--- src/rtl/adc_ctrl_pkg.sv ---
package adc_ctrl_pkg;

    // Register indices; byte address is four times the index
    localparam logic [15:0] IDX_RESULT_HIGH = 16'hffc4;
    localparam logic [15:0] IDX_RESULT_LOW  = 16'hffc5;
    localparam logic [15:0] IDX_MODE        = 16'hffc6;
    localparam logic [15:0] IDX_START       = 16'hffc7;
    localparam logic [15:0] IDX_CLK_STOP1   = 16'hfffa;
    localparam logic [15:0] IDX_IRQ_REQ2    = 16'hffe0;
    localparam logic [15:0] IDX_IRQ_EN2     = 16'hffe1;
    localparam logic [15:0] IDX_PORT_MODE1  = 16'hffe2;
    localparam logic [15:0] IDX_EDGE_SEL    = 16'hffe3;

    localparam int MODE_FAST_BIT  = 7;
    localparam int MODE_TRIG_BIT  = 6;
    localparam int START_FLAG_BIT = 7;
    localparam int STOP1_CONV_BIT = 4;
    localparam int IRQ_DONE_BIT   = 3;
    localparam int PIN_INT4_BIT   = 4;
    localparam int EDGE_INT4_BIT  = 4;

    localparam logic [7:0] MODE_RST      = 8'h30;
    localparam logic [7:0] START_RST     = 8'h7f;
    localparam logic [7:0] STOP1_RST     = 8'hff;
    localparam logic [7:0] MODE_ONES     = 8'h30;
    localparam logic [7:0] START_ONES    = 8'h7f;
    localparam logic [7:0] STOP1_ONES    = 8'hc0;

    localparam int RESULT_W = 10;

    // Conversion period split: sample phase plus ten bit steps
    localparam int          PERIOD_SLOW_CLKS = 62;
    localparam int          PERIOD_FAST_CLKS = 31;
    localparam logic [5:0]  STEP_SLOW   = 6'h04;
    // Fast steps take three clocks: the comparator sync needs two
    localparam logic [5:0]  STEP_FAST   = 6'h03;
    localparam logic [5:0]  SAMPLE_SLOW =
        6'(PERIOD_SLOW_CLKS - RESULT_W * 4);
    localparam logic [5:0]  SAMPLE_FAST =
        6'(PERIOD_FAST_CLKS - RESULT_W * 3);

    typedef enum logic [2:0] {
        PWR_ACTIVE    = 3'b000,
        PWR_SLEEP     = 3'b001,
        PWR_WATCH     = 3'b010,
        PWR_SUBACTIVE = 3'b011,
        PWR_SUBSLEEP  = 3'b100,
        PWR_STANDBY   = 3'b101
    } pwr_mode_t;

    typedef enum logic [1:0] {
        SAR_IDLE    = 2'b00,
        SAR_SAMPLE  = 2'b01,
        SAR_CONVERT = 2'b10
    } sar_state_t;

endpackage : adc_ctrl_pkg

--- src/rtl/conv_if.sv ---
interface conv_if;
    logic       start;
    logic       abort;
    logic       run;
    logic       slow;
    logic       busy;
    logic       done;
    logic [9:0] result;

    modport ctrl (output start, abort, run, slow,
                  input  busy, done, result);
    modport sar  (input  start, abort, run, slow,
                  output busy, done, result);
endinterface : conv_if

--- src/rtl/adc_sequencing_control.sv ---
module adc_sequencing_control (
    // Clock, reset, enable
    input  logic                  hclk,
    input  logic                  hresetn,
    input  logic                  ce,
    // AHB-Lite slave
    input  logic                  hsel,
    input  logic [31:0]           haddr,
    input  logic [1:0]            htrans,
    input  logic                  hwrite,
    input  logic [2:0]            hsize,
    input  logic [31:0]           hwdata,
    input  logic                  hready,
    output logic [31:0]           hrdata,
    output logic                  hreadyout,
    output logic                  hresp,
    // System power state, same clock
    input  adc_ctrl_pkg::pwr_mode_t power_mode,
    // Pins and analog core
    input  logic                  external_trigger_pin,
    input  logic                  comp_in,
    output logic [7:0]            ch_sel,
    output logic [9:0]            dac_code,
    output logic                  sample_en,
    output logic                  converter_enable,
    // Interrupt request
    output logic                  conv_done_irq
);
    import adc_ctrl_pkg::*;

    typedef struct packed {
        logic        fast;
        logic        trig_en;
        logic [3:0]  chan;
        logic        start_flag;
        logic [5:0]  stop1;
        logic        done_req;
        logic        done_ien;
        logic        int4_pin_fn;
        logic        int4_rising;
        logic        start_p;
        logic        abort_p;
        logic        run;
        logic [7:0]  ch_sel;
        logic        irq;
        logic        dp_valid;
        logic        dp_write;
        logic [15:0] dp_idx;
        logic [31:0] hrdata;
        logic        hreadyout;
        logic        hresp;
    } ctrl_reg_t;

    ctrl_reg_t  s_r;
    ctrl_reg_t  s_nxt;
    logic [9:0] result_r;
    logic       trig_pulse;

    conv_if cv ();

    function automatic logic [31:0] read_word(
        input logic [15:0] idx,
        input ctrl_reg_t   s,
        input logic [9:0]  res
    );
        logic [7:0] b;
        b = 8'h00;
        case (idx)
            // Intermediate reads permitted; value only valid when idle
            IDX_RESULT_HIGH: b = res[9:2];
            IDX_RESULT_LOW:  b = {res[1:0], 6'h00};
            IDX_MODE:        b = {s.fast, s.trig_en, 2'b00, s.chan}
                                 | MODE_ONES;
            IDX_START:       b = {s.start_flag, 7'h00}
                                 | START_ONES;
            IDX_CLK_STOP1:   b = {2'b00, s.stop1} | STOP1_ONES;
            IDX_IRQ_REQ2:    b = 8'(s.done_req) << IRQ_DONE_BIT;
            IDX_IRQ_EN2:     b = 8'(s.done_ien) << IRQ_DONE_BIT;
            IDX_PORT_MODE1:  b = 8'(s.int4_pin_fn) << PIN_INT4_BIT;
            IDX_EDGE_SEL:    b = 8'(s.int4_rising) << EDGE_INT4_BIT;
            default:         b = 8'h00;
        endcase
        return {24'h000000, b};
    endfunction : read_word

    function automatic logic [7:0] decode_chan(input logic [3:0] c);
        logic [7:0] oh;
        oh = 8'h00;
        case (c[3:2])
            2'b01:   oh = 8'h01 << c[1:0];
            2'b10:   oh = 8'h10 << c[1:0];
            // No channel, and the prohibited setting, drive nothing
            default: oh = 8'h00;
        endcase
        return oh;
    endfunction : decode_chan

    always_comb
    begin
        logic       operating;
        logic       wr;
        logic [7:0] wd;
        logic       sw_start_wr;
        operating = s_r.stop1[STOP1_CONV_BIT] &&
                    (power_mode == PWR_ACTIVE ||
                     power_mode == PWR_SLEEP);
        wr          = 1'b0;
        wd          = hwdata[7:0];
        sw_start_wr = 1'b0;
        s_nxt         = s_r;
        s_nxt.start_p = 1'b0;
        s_nxt.abort_p = 1'b0;
        s_nxt.hresp   = 1'b0;
        s_nxt.run     = operating;

        if (s_r.hreadyout)
        begin
            wr = s_r.dp_valid && s_r.dp_write;
            if (hsel && htrans[1] && hready)
            begin
                s_nxt.dp_valid  = 1'b1;
                s_nxt.dp_write  = hwrite;
                s_nxt.dp_idx    = haddr[17:2];
                // Read data come from a flop, so reads take a wait state
                s_nxt.hreadyout = hwrite;
            end
            else
                s_nxt.dp_valid = 1'b0;
        end
        else
        begin
            s_nxt.hrdata    = read_word(s_r.dp_idx, s_r, result_r);
            s_nxt.hreadyout = 1'b1;
            s_nxt.dp_valid  = 1'b0;
        end

        if (wr)
        begin
            case (s_r.dp_idx)
                IDX_MODE:
                    // Frozen registers keep their values out of operation
                    if (operating)
                    begin
                        s_nxt.fast    = wd[MODE_FAST_BIT];
                        s_nxt.trig_en = wd[MODE_TRIG_BIT];
                        s_nxt.chan    = wd[3:0];
                    end
                IDX_START:
                    if (operating)
                    begin
                        sw_start_wr = 1'b1;
                        if (!wd[START_FLAG_BIT])
                        begin
                            s_nxt.start_flag = 1'b0;
                            s_nxt.abort_p    = 1'b1;
                        end
                        else if (!s_r.start_flag)
                        begin
                            s_nxt.start_flag = 1'b1;
                            s_nxt.start_p    = 1'b1;
                        end
                    end
                IDX_CLK_STOP1:
                    s_nxt.stop1 = wd[5:0];
                IDX_IRQ_REQ2:
                    if (!wd[IRQ_DONE_BIT])
                        s_nxt.done_req = 1'b0;
                IDX_IRQ_EN2:
                    s_nxt.done_ien = wd[IRQ_DONE_BIT];
                IDX_PORT_MODE1:
                    s_nxt.int4_pin_fn = wd[PIN_INT4_BIT];
                IDX_EDGE_SEL:
                    s_nxt.int4_rising = wd[EDGE_INT4_BIT];
                // Must not cancel an address phase taken this cycle
                default: ;
            endcase
        end

        // Trigger starts only an idle converter
        if (trig_pulse && operating && !s_r.start_flag &&
            !sw_start_wr)
        begin
            s_nxt.start_flag = 1'b1;
            s_nxt.start_p    = 1'b1;
        end

        // Completion wins over a same-cycle request clear
        if (cv.done && s_r.start_flag && !s_nxt.abort_p)
        begin
            s_nxt.start_flag = 1'b0;
            s_nxt.done_req   = 1'b1;
        end

        s_nxt.ch_sel = decode_chan(s_r.chan);
        s_nxt.irq    = s_r.done_req && s_r.done_ien;
    end

    always_ff @(posedge hclk or negedge hresetn)
    begin
        if (!hresetn)
        begin
            s_r             <= '0;
            s_r.fast        <= MODE_RST[MODE_FAST_BIT];
            s_r.trig_en     <= MODE_RST[MODE_TRIG_BIT];
            s_r.chan        <= MODE_RST[3:0];
            s_r.start_flag  <= START_RST[START_FLAG_BIT];
            s_r.stop1       <= STOP1_RST[5:0];
            s_r.hreadyout   <= 1'b1;
        end
        else if (ce)
            s_r <= s_nxt;
    end

    // Result survives reset, so it has no reset term
    always_ff @(posedge hclk)
    begin
        if (ce && cv.done && s_r.start_flag && !s_nxt.abort_p)
            result_r <= cv.result;
    end

    assign cv.start = s_r.start_p;
    assign cv.abort = s_r.abort_p;
    assign cv.run   = s_r.run;
    assign cv.slow  = s_r.fast;

    trig_detect u_trig (
        .hclk    (hclk),
        .hresetn (hresetn),
        .ce      (ce),
        .pin     (external_trigger_pin),
        .enable  (s_r.int4_pin_fn && s_r.trig_en),
        .rising  (s_r.int4_rising),
        .pulse   (trig_pulse)
    );

    sar_engine u_sar (
        .hclk      (hclk),
        .hresetn   (hresetn),
        .ce        (ce),
        .comp_in   (comp_in),
        .dac_code  (dac_code),
        .sample_en (sample_en),
        .cv        (cv)
    );

    assign hrdata           = s_r.hrdata;
    assign hreadyout        = s_r.hreadyout;
    assign hresp            = s_r.hresp;
    assign ch_sel           = s_r.ch_sel;
    assign converter_enable = s_r.stop1[STOP1_CONV_BIT];
    assign conv_done_irq    = s_r.irq;
endmodule : adc_sequencing_control

--- src/rtl/trig_detect.sv ---
module trig_detect (
    // Clock and reset
    input  logic hclk,
    input  logic hresetn,
    input  logic ce,
    // Trigger pin and selection
    input  logic pin,
    input  logic enable,
    input  logic rising,
    // Detected edge
    output logic pulse
);
    typedef struct packed {
        logic s1;
        logic s2;
        logic s3;
        logic pulse;
    } trig_state_t;

    trig_state_t s_r;
    trig_state_t s_nxt;

    always_comb
    begin
        s_nxt    = s_r;
        s_nxt.s1 = pin;
        s_nxt.s2 = s_r.s1;
        s_nxt.s3 = s_r.s2;
        // Edge looks only at the second and third stages
        s_nxt.pulse = enable &&
            (rising ? (s_r.s2 && !s_r.s3)
                    : (!s_r.s2 && s_r.s3));
    end

    always_ff @(posedge hclk or negedge hresetn)
    begin
        if (!hresetn)
            s_r <= '0;
        else if (ce)
            s_r <= s_nxt;
    end

    assign pulse = s_r.pulse;
endmodule : trig_detect

--- src/rtl/sar_engine.sv ---
module sar_engine (
    // Clock and reset
    input  logic   hclk,
    input  logic   hresetn,
    input  logic   ce,
    // Analog core
    input  logic   comp_in,
    output logic [9:0] dac_code,
    output logic   sample_en,
    // Control side
    conv_if.sar    cv
);
    import adc_ctrl_pkg::*;

    typedef struct packed {
        sar_state_t state;
        logic [5:0] cnt;
        logic [3:0] bitpos;
        logic [9:0] work;
        logic       comp_s1;
        logic       comp_s2;
        logic       sample;
        logic       done;
        logic [9:0] result;
    } sar_reg_t;

    sar_reg_t s_r;
    sar_reg_t s_nxt;

    always_comb
    begin
        logic [9:0] tmp;
        logic [5:0] step;
        tmp  = '0;
        step = cv.slow ? STEP_FAST : STEP_SLOW;
        s_nxt         = s_r;
        s_nxt.done    = 1'b0;
        s_nxt.comp_s1 = comp_in;
        s_nxt.comp_s2 = s_r.comp_s1;
        if (cv.abort)
        begin
            s_nxt.state  = SAR_IDLE;
            s_nxt.sample = 1'b0;
        end
        else if (cv.run)
        begin
            case (s_r.state)
                SAR_IDLE:
                    if (cv.start)
                    begin
                        s_nxt.state  = SAR_SAMPLE;
                        s_nxt.sample = 1'b1;
                        s_nxt.work   = '0;
                        s_nxt.cnt    = (cv.slow ? SAMPLE_FAST
                                                : SAMPLE_SLOW) - 6'h01;
                    end
                SAR_SAMPLE:
                    if (s_r.cnt == 6'h00)
                    begin
                        s_nxt.state  = SAR_CONVERT;
                        s_nxt.sample = 1'b0;
                        s_nxt.bitpos = 4'h9;
                        s_nxt.work   = 10'h200;
                        s_nxt.cnt    = step - 6'h01;
                    end
                    else
                        s_nxt.cnt = s_r.cnt - 6'h01;
                SAR_CONVERT:
                    if (s_r.cnt == 6'h00)
                    begin
                        // Comparator high: input above trial, keep bit
                        tmp = s_r.comp_s2 ? s_r.work
                            : s_r.work & ~(10'h001 << s_r.bitpos);
                        if (s_r.bitpos == 4'h0)
                        begin
                            s_nxt.state  = SAR_IDLE;
                            s_nxt.work   = tmp;
                            s_nxt.result = tmp;
                            s_nxt.done   = 1'b1;
                        end
                        else
                        begin
                            s_nxt.bitpos = s_r.bitpos - 4'h1;
                            s_nxt.work   = tmp |
                                (10'h001 << (s_r.bitpos - 4'h1));
                            s_nxt.cnt    = step - 6'h01;
                        end
                    end
                    else
                        s_nxt.cnt = s_r.cnt - 6'h01;
                default:
                    s_nxt.state = SAR_IDLE;
            endcase
        end
    end

    always_ff @(posedge hclk or negedge hresetn)
    begin
        if (!hresetn)
            s_r <= '0;
        else if (ce)
            s_r <= s_nxt;
    end

    assign cv.busy   = (s_r.state != SAR_IDLE);
    assign cv.done   = s_r.done;
    assign cv.result = s_r.result;
    assign dac_code  = s_r.work;
    assign sample_en = s_r.sample;
endmodule : sar_engine

--- config.mk ---
export PLATFORM = sky130hd
export DESIGN_NAME = adc_sequencing_control
export DESIGN_NICKNAME = d
export VERILOG_FILES = /design/src/rtl/adc_ctrl_pkg.sv /design/src/rtl/conv_if.sv /design/src/rtl/adc_sequencing_control.sv /design/src/rtl/trig_detect.sv /design/src/rtl/sar_engine.sv
export SDC_FILE = /design/constraint.sdc
export NUM_CORES = 1
export LEC_CHECK = 0
export BUFFER_PORTS_ARGS = -buffer_cell sky130_fd_sc_hd__buf_4
export CAP_MARGIN = 10
export CORE_MARGIN = 2
export CORE_UTILIZATION = 40
export CTS_BUF_LIST = sky130_fd_sc_hd__clkbuf_16
export DETAILED_ROUTE_END_ITERATION = 8
export GPL_ROUTABILITY_DRIVEN = 0
export GPL_TIMING_DRIVEN = 0
export SLEW_MARGIN = 40
export SYNTH_ARGS = -nofsm -noshare
export SYNTH_HDL_FRONTEND = slang
export SYNTH_SLANG_ARGS = --single-unit
--- constraint.sdc ---
create_clock -name hclk -period 2.97 [get_ports hclk]
set_clock_uncertainty 0.1 [all_clocks]
set_input_delay 0.1485 -clock hclk [delete_from_list [all_inputs] [get_ports hclk]]
set_output_delay 0.1485 -clock hclk [all_outputs]
set_load 0.005 [all_outputs]
==> PnR_summary.wiki, run 1 <==
{| class="wikitable"
! Metric !! Value
|-
| Result of the run || complete, no violations
|-
| Peak fanout along the critical path || 6
|-
| Clock Root Buffer || sky130_fd_sc_hd__clkbuf_16
|-
| Average cell area after synthesis || 10.0 um2
|-
| Syn Std Cell Area || 0.00558 mm2
|-
| DRT Pass-1 Iters || 4
|-
| Antenna violation net count after detailed routing || 0
|-
| Antenna diode count || 0
|-
| Wire length of the first global-routing pass || 20100 um
|-
| Crit-path cells || nor3b_2 -> nand4_1 -> or4_4 -> or3b_1 -> buf_6 -> mux2_4
|-
| Detailed Route Iter0 Violations || 250
|-
| Number of unique standard cell types used by synthesis || 65
|-
| CTS tree || done
|-
| Clock Sinks || 106
|-
| Clock Tree Buf Depth || 2
|-
| Rows || 43
|-
| Global-route total usage across every layer || 17.3%
|-
| Top-level I/O count || 135
|-
| Post-Route Utilization || 50.5%
|-
| Remaining global-route overflow || 0
|-
| Fraction of the yosys area taken by sequential cells || 48.6%
|-
| Static Leak || 3.17 nW
|-
| Max rail drop VDD || 306 uV
|-
| Hpwl dp || 9180 um
|-
| FMAX || 0.359 GHz
|-
| Capturing element type of the critical path || register
|-
| DIE AREA || 0.0149 mm2
|-
| Later-pin clock latency in the skew report || 360 ps
|-
| Non-filler instance count after layout || 868
|-
| Total Wirelength || 12500 um
|-
| Sum of negative setup slack || 0 ps
|-
| Effective utilization at floorplan || 40.5%
|-
| Post-route DRC || 0
|-
| Delay of the slowest cell on the worst path || 600 ps
|-
| Path class of the lowest-slack min-delay path || input port to register
|-
| Port Buffer Count || 64
|-
| Area added between synthesis and finish || 24.7%
|-
| Filler Cell Count || 1305
|-
| Largest net degree at the start of global routing || 97
|-
| Category of the critical setup timing path || register to register
|-
| Average wire per cell in the routed design || 14.4 um
|-
| Worst slew margin relative to its limit || 48.8%
|-
| CTS H-tree lvls || 3
|-
| Total chip power || 0.00346 W
|-
| Core area || 0.0138 mm2
|-
| Share of final-layout standard cells stronger than drive strength 1 || 26.5%
|-
| Fin. max-slew vios || 0
|-
| FFs w/ async S/R, synth || 90.6%
|-
| Worst-path cell with the longest stage delay || sky130_fd_sc_hd__or4_4
|-
| Vias in the first global route || 4145
|-
| Number of warnings reported in the yosys synthesis log || 0
|-
| Power Density || 497 mW/mm2
|-
| Flip-flop cell with the highest count after synthesis || sky130_fd_sc_hd__dfrtp_1
|-
| Cell count after synthesis || 556
|-
| Setup repair bufs after CTS || 0
|-
| Number of vias after detailed routing || 4341
|-
| Antenna violations before repair || 0
|-
| Clock-pin slew on the worst setup and hold paths || 70 ps
|-
| Final period utilization || 93.9%
|-
| Num CTS Buffers || 9
|-
| Commonest cells after routing, fill and taps aside || sky130_fd_sc_hd__buf_4, sky130_fd_sc_hd__dfrtp_1, sky130_fd_sc_hd__nand2_1
|-
| Vertical die dimension || 122 um
|-
| Total of max-cap violations || 0
|-
| RSZ-0062 raised after global routing || false
|-
| Total setup violations reported at the end of the flow || 0
|-
| Endpoint required time on the critical path || 3110 ps
|-
| Number of enable-type register cells in the synthesized netlist || 10
|-
| Post-detailed-route via-to-cell ratio || 5.00
|-
| Final critical path time including I/O delays and setup || 2790 ps
|-
| Commonest non-fill, non-tap cell in the layout || sky130_fd_sc_hd__buf_4
|-
| Worst-Margin Slew || 761 ps
|-
| Overall die width || 122 um
|-
| Final layout net count || 775
|-
| Register bit count reported by yosys || 106
|-
| Nature of the critical path startpoint || register
|-
| Number of endpoints with negative hold slack in the final report || 0
|-
| Arrival time at the worst endpoint || 2920 ps
|-
| Placed Instances || 824
|}
==> metal layers <==
metal / global-route usage, % / routed length, um / share of wire, % / vias to the layer above
met3: 3.65 / 539 / 4.3 / 17
met1: 21.6 / 5480 / 44 / 2051
li1: - / - / - / 2141
met2: 29.6 / 6220 / 50 / 132
met4: 6.39 / 238 / 1.9 / 0
met5: 0 / 0 / 0 / -
==> worst max-delay path, delay by kind of cell, from the launching register on <==
kind / cells / cell delay, ps
and+or+nand+nor: 4 / 1530
muxes: 1 / 290
buffers and inverters: 1 / 160
DFF: 1 / 580
==> layout make-up <==
| class | instances | area (um2) | share of cell area, % |
|---|---|---|---|
| Buffer | 72 | 472 | 6.78 |
| Clock buffer | 9 | 225 | 3.24 |
| Clock inverter | 7 | 60.1 | 0.863 |
| Inverter | 27 | 101 | 1.46 |
| Multi-Input combinational cell | 375 | 2400 | 34.4 |
| Sequential cell | 106 | 2710 | 39.0 |
| Tap cell | 180 | 225 | 3.24 |
| Timing Repair Buffer | 92 | 768 | 11.0 |
==> worst paths after layout <==
check / start / end / slack, ps / depth (start not counted)
setup / recovery: converter_enable / s_r[79] / 180 / 6
hold / removal: ce / cv.abort / 50 / 4
setup reg to reg: converter_enable / s_r[79] / 180 / 6
hold reg to reg: u_sar.cv.result[6] / result_r[6] / 350 / 0
max in group asynchronous: hresetn / s_r[42] / 1970 / 2
min in group asynchronous: hresetn / ch_sel[2] / 320 / 2
==> flip-flops by register name, indices dropped and copies added (netlist names), 2 cells and up <==
signal           flops
u_sar.dac_code      10
u_sar.cv.result     10
ch_sel               8
hrdata               8
u_trig.s_nxt         2
s_r                 33
u_sar.s_r           13
result_r            10
==> per-stage QoR <==
stage	hold slack, ps	cell area [um2]	setup slack (ps)
4_1_cts	37.9	6960	71.0
5_1_grt	46.5	6960	26.7
3_5_place_dp	130	6380	-26.2
6_report	48.6	6960	182
3_3_place_gp	265	6380	36.9
2_1_floorplan	-247	5670	434
==> what timing repair did <==
action	in CTS	in global routing
setup endpoints to repair	6	1
hold endpoints to repair	125	0
cloned	0	0
hold buffers	28	0
gates resized for setup	1	3
==> logic make-up (layout without fill, tap and decap cells) <==
logic type / count (synthesis) / in the layout / synth area share, %
other: 1 / 25 / 0.0672
multiplexers: 48 / 48 / 10.2
XOR/XNOR: 1 / 1 / 0.157
AO/OA/AOI/OAI: 115 / 115 / 12.3
buffers and inverters: 99 / 207 / 10.2
flip-flops: 106 / 106 / 48.6
adder cells (fa/ha/maj): 12 / 12 / 2.69
AND/OR/NAND/NOR: 174 / 174 / 15.8
==> report_power, final <==
part	switching [W]	leakage [nW]	internal, W
Sequential	0.0000903	1.35	0.00157
Combinational	0.000343	1.67	0.000300
Clock	0.000570	0.143	0.000586
==> cell usage after synthesis (2+ instances only) <==
library cell | instances | area share [%]
sky130_fd_sc_hd__buf_4 | 51 | 6.9
sky130_fd_sc_hd__or4_1 | 2 | 0.27
sky130_fd_sc_hd__nor3_1 | 8 | 0.72
sky130_fd_sc_hd__o21a_1 | 2 | 0.27
sky130_fd_sc_hd__and3_1 | 2 | 0.22
sky130_fd_sc_hd__or3_1 | 4 | 0.45
sky130_fd_sc_hd__o21ai_0 | 33 | 3.0
sky130_fd_sc_hd__nor2_1 | 21 | 1.4
sky130_fd_sc_hd__o31ai_1 | 5 | 0.67
sky130_fd_sc_hd__a21boi_0 | 3 | 0.40
sky130_fd_sc_hd__edfxtp_1 | 10 | 5.4
sky130_fd_sc_hd__a21oi_1 | 30 | 2.7
sky130_fd_sc_hd__nand2b_1 | 6 | 0.67
sky130_fd_sc_hd__nand4_1 | 13 | 1.5
sky130_fd_sc_hd__clkbuf_1 | 18 | 1.2
sky130_fd_sc_hd__mux2_4 | 6 | 1.6
sky130_fd_sc_hd__o22ai_1 | 4 | 0.45
sky130_fd_sc_hd__nor4_1 | 5 | 0.56
sky130_fd_sc_hd__a211oi_1 | 3 | 0.40
sky130_fd_sc_hd__dfrtp_1 | 89 | 40
sky130_fd_sc_hd__nand3b_1 | 5 | 0.67
sky130_fd_sc_hd__mux2_2 | 25 | 5.0
sky130_fd_sc_hd__a22o_1 | 2 | 0.31
sky130_fd_sc_hd__ha_1 | 12 | 2.7
sky130_fd_sc_hd__a221oi_1 | 2 | 0.31
sky130_fd_sc_hd__dfstp_2 | 7 | 3.3
sky130_fd_sc_hd__o21ai_1 | 15 | 1.3
sky130_fd_sc_hd__nand3_1 | 26 | 2.3
sky130_fd_sc_hd__mux2_1 | 10 | 2.0
sky130_fd_sc_hd__nor2b_1 | 5 | 0.56
sky130_fd_sc_hd__inv_1 | 26 | 1.7
sky130_fd_sc_hd__a22oi_1 | 3 | 0.40
sky130_fd_sc_hd__or2_1 | 2 | 0.22
sky130_fd_sc_hd__mux2i_1 | 6 | 1.1
sky130_fd_sc_hd__nand2_1 | 62 | 4.2
sky130_fd_sc_hd__nor3b_1 | 3 | 0.40
sky130_fd_sc_hd__o31a_1 | 2 | 0.31
Note: power is estimated with default switching activity, not from simulation.
==> inputs of run 2 (changes only) <==
CORE_MARGIN = unset   (was 2)
==> PnR_summary.wiki, run 2 (same netlist as run 1, synthesis figures left out) <==
{| class="wikitable"
! Metric !! Value
|-
| Number of vias after detailed routing || 4334 (-0.16%)
|-
| Share of final-layout standard cells stronger than drive strength 1 || 26.0% (-0.44 points)
|-
| DIE AREA || 0.0144 mm2 (-3.2%)
|-
| Placed Instances || 820 (-0.49%)
|-
| RSZ-0062 raised after global routing || false
|-
| Global-route total usage across every layer || 18.5% (+1.1 points)
|-
| Overall die width || 120 um (-1.6%)
|-
| Top-level I/O count || 135 (unchanged)
|-
| Clock Tree Buf Depth || 2 (unchanged)
|-
| Filler Cell Count || 1216 (-6.8%)
|-
| Biggest regs || s_r: 33 flops, u_sar.s_r: 13 flops
|-
| Path class of the lowest-slack min-delay path || input port to register
|-
| Total setup violations reported at the end of the flow || 0 (unchanged)
|-
| Result of the run || complete, no violations
|-
| Commonest cells after routing, fill and taps aside || sky130_fd_sc_hd__buf_4, sky130_fd_sc_hd__dfrtp_1, sky130_fd_sc_hd__nand2_1
|-
| Largest net degree at the start of global routing || 97 (unchanged)
|-
| Register bank with the most flops || s_r
|-
| Power Density || 499 mW/mm2 (+0.35%)
|-
| Hpwl dp || 9140 um (-0.45%)
|-
| Crit-path cells || nor3b_2 -> nand4_1 -> or4_4 -> or3b_1 -> buf_6 -> mux2_4
|-
| Final layout net count || 775 (unchanged)
|-
| Max rail drop VDD || 355 uV (+16%)
|-
| Launch point of the critical path || converter_enable
|-
| Antenna diode count || 0 (unchanged)
|-
| Effective utilization at floorplan || 41.7% (+1.1 points)
|-
| Setup repair bufs after CTS || 0 (unchanged)
|-
| Commonest non-fill, non-tap cell in the layout || sky130_fd_sc_hd__buf_4
|-
| Post-detailed-route via-to-cell ratio || 5.02 (+0.30%)
|-
| Capturing element type of the critical path || register
|-
| Critical R2R Launch || converter_enable
|-
| Static Leak || 3.17 nW (about the same)
|-
| Num CTS Buffers || 9 (unchanged)
|-
| Delay of the slowest cell on the worst path || 600 ps (about the same)
|-
| Core area || 0.0134 mm2 (-2.7%)
|-
| Detailed Route Iter0 Violations || 237 (-5.2%)
|-
| Worst-path cell with the longest stage delay || sky130_fd_sc_hd__or4_4
|-
| Port Buffer Count || 64 (unchanged)
|-
| Sum of negative setup slack || 0 ps (unchanged)
|-
| CTS H-tree lvls || 3 (unchanged)
|-
| Category of the critical setup timing path || register to register
|-
| Total chip power || 0.00347 W (+0.31%)
|-
| Clock Sinks || 106 (unchanged)
|-
| Worst-Margin Slew || 727 ps (-35.0 ps)
|-
| Rows || 42 (-2.3%)
|-
| Total Wirelength || 12600 um (+1.1%)
|-
| Wire length of the first global-routing pass || 20800 um (+3.4%)
|-
| Later-pin clock latency in the skew report || 350 ps (about the same)
|-
| Number of endpoints with negative hold slack in the final report || 0 (unchanged)
|-
| Arrival time at the worst endpoint || 2920 ps (about the same)
|-
| Endpoint required time on the critical path || 3100 ps (about the same)
|-
| FMAX || 0.359 GHz (about the same)
|-
| Antenna violation net count after detailed routing || 0 (unchanged)
|-
| Clock-pin slew on the worst setup and hold paths || 70 ps (about the same)
|-
| Total of max-cap violations || 0 (unchanged)
|-
| Worst Hold Launch || ce
|-
| DRT Pass-1 Iters || 4 (unchanged)
|-
| Post-route DRC || 0 (unchanged)
|-
| Final critical path time including I/O delays and setup || 2790 ps (-1.01 ps)
|-
| Clock Root Buffer || sky130_fd_sc_hd__clkbuf_16
|-
| Post-Route Utilization || 51.9% (+1.4 points)
|-
| Average wire per cell in the routed design || 14.6 um (+1.5%)
|-
| CTS tree || done
|-
| Non-filler instance count after layout || 864 (-0.46%)
|-
| Peak fanout along the critical path || 6 (unchanged)
|-
| Worst slew margin relative to its limit || 51.6% (+2.8 points)
|-
| Number of flip-flops under the largest register name || 33 (unchanged)
|-
| Nature of the critical path startpoint || register
|-
| Fin. max-slew vios || 0 (unchanged)
|-
| Antenna violations before repair || 0 (unchanged)
|-
| Final period utilization || 93.8% (about the same)
|-
| Area added between synthesis and finish || 24.6% (about the same)
|-
| Remaining global-route overflow || 0 (unchanged)
|-
| Vias in the first global route || 4235 (+2.2%)
|-
| Vertical die dimension || 120 um (-1.6%)
|}
run 2: critical path, delay by kind of cell, from the launching register on:
family                 cells  cell delay, ps
buffers and inverters      1             160
multiplexers               1             290
AND/OR/NAND/NOR            4            1550
flip-flops                 1             570
run 2: cell type report:
cell class,count,area (um2),share of cell area [%]
inverters,27,101,1.46
well taps,176,220,3.17
flip-flops and latches,106,2710,39.0
multi-input cells,375,2400,34.4
clock inverters,7,62.6,0.899
plain buffers,72,472,6.78
clock buffers,9,225,3.24
repair buffers,92,768,11.0
run 2: what timing repair did:
| action | in CTS | in global routing |
|---|---|---|
| setup endpoints to repair | 6 | 1 |
| hold buffers | 28 | 0 |
| endpoints found under the hold margin | 125 | 0 |
| pin swaps | 0 | 0 |
| gates resized for setup | 1 | 4 |
run 2: stage by stage:
step / area [um2] / hold slack [ps] / worst slack [ps]
finish: 6960 / 44.6 / 183
global route: 6960 / 56.6 / 28.0
floorplan: 5670 / -247 / 434
CTS: 6950 / 39.0 / 79.9
global placement: 6370 / 265 / 59.5
detailed placement: 6380 / 133 / 8.34
run 2: final timing paths:
path	endpoint	slack, ps	cells past startpoint
worst max register to register	s_r[76]	180	6
min in group asynchronous	ch_sel[6]	290	2
worst max-delay path	s_r[76]	180	6
max in group asynchronous	s_r[77]	1930	2
worst min register to register	result_r[8]	360	0
worst min-delay path	cv.abort	40	4
run 2: routing by layer:
layer / GRT usage [%] / vias to the layer above / part of all wire (%)
li1: - / 2142 / -
met1: 23.3 / 2074 / 45
met2: 30.6 / 103 / 48
met3: 4.99 / 15 / 5.0
met4: 5.78 / 0 / 1.8
met5: 0 / - / 0
run 2: power breakdown:
group | switching (W) | internal [W]
registers | 0.0000909 | 0.00158
clock network | 0.000521 | 0.000645
logic | 0.000341 | 0.000300
total | 0.000953 | 0.00252
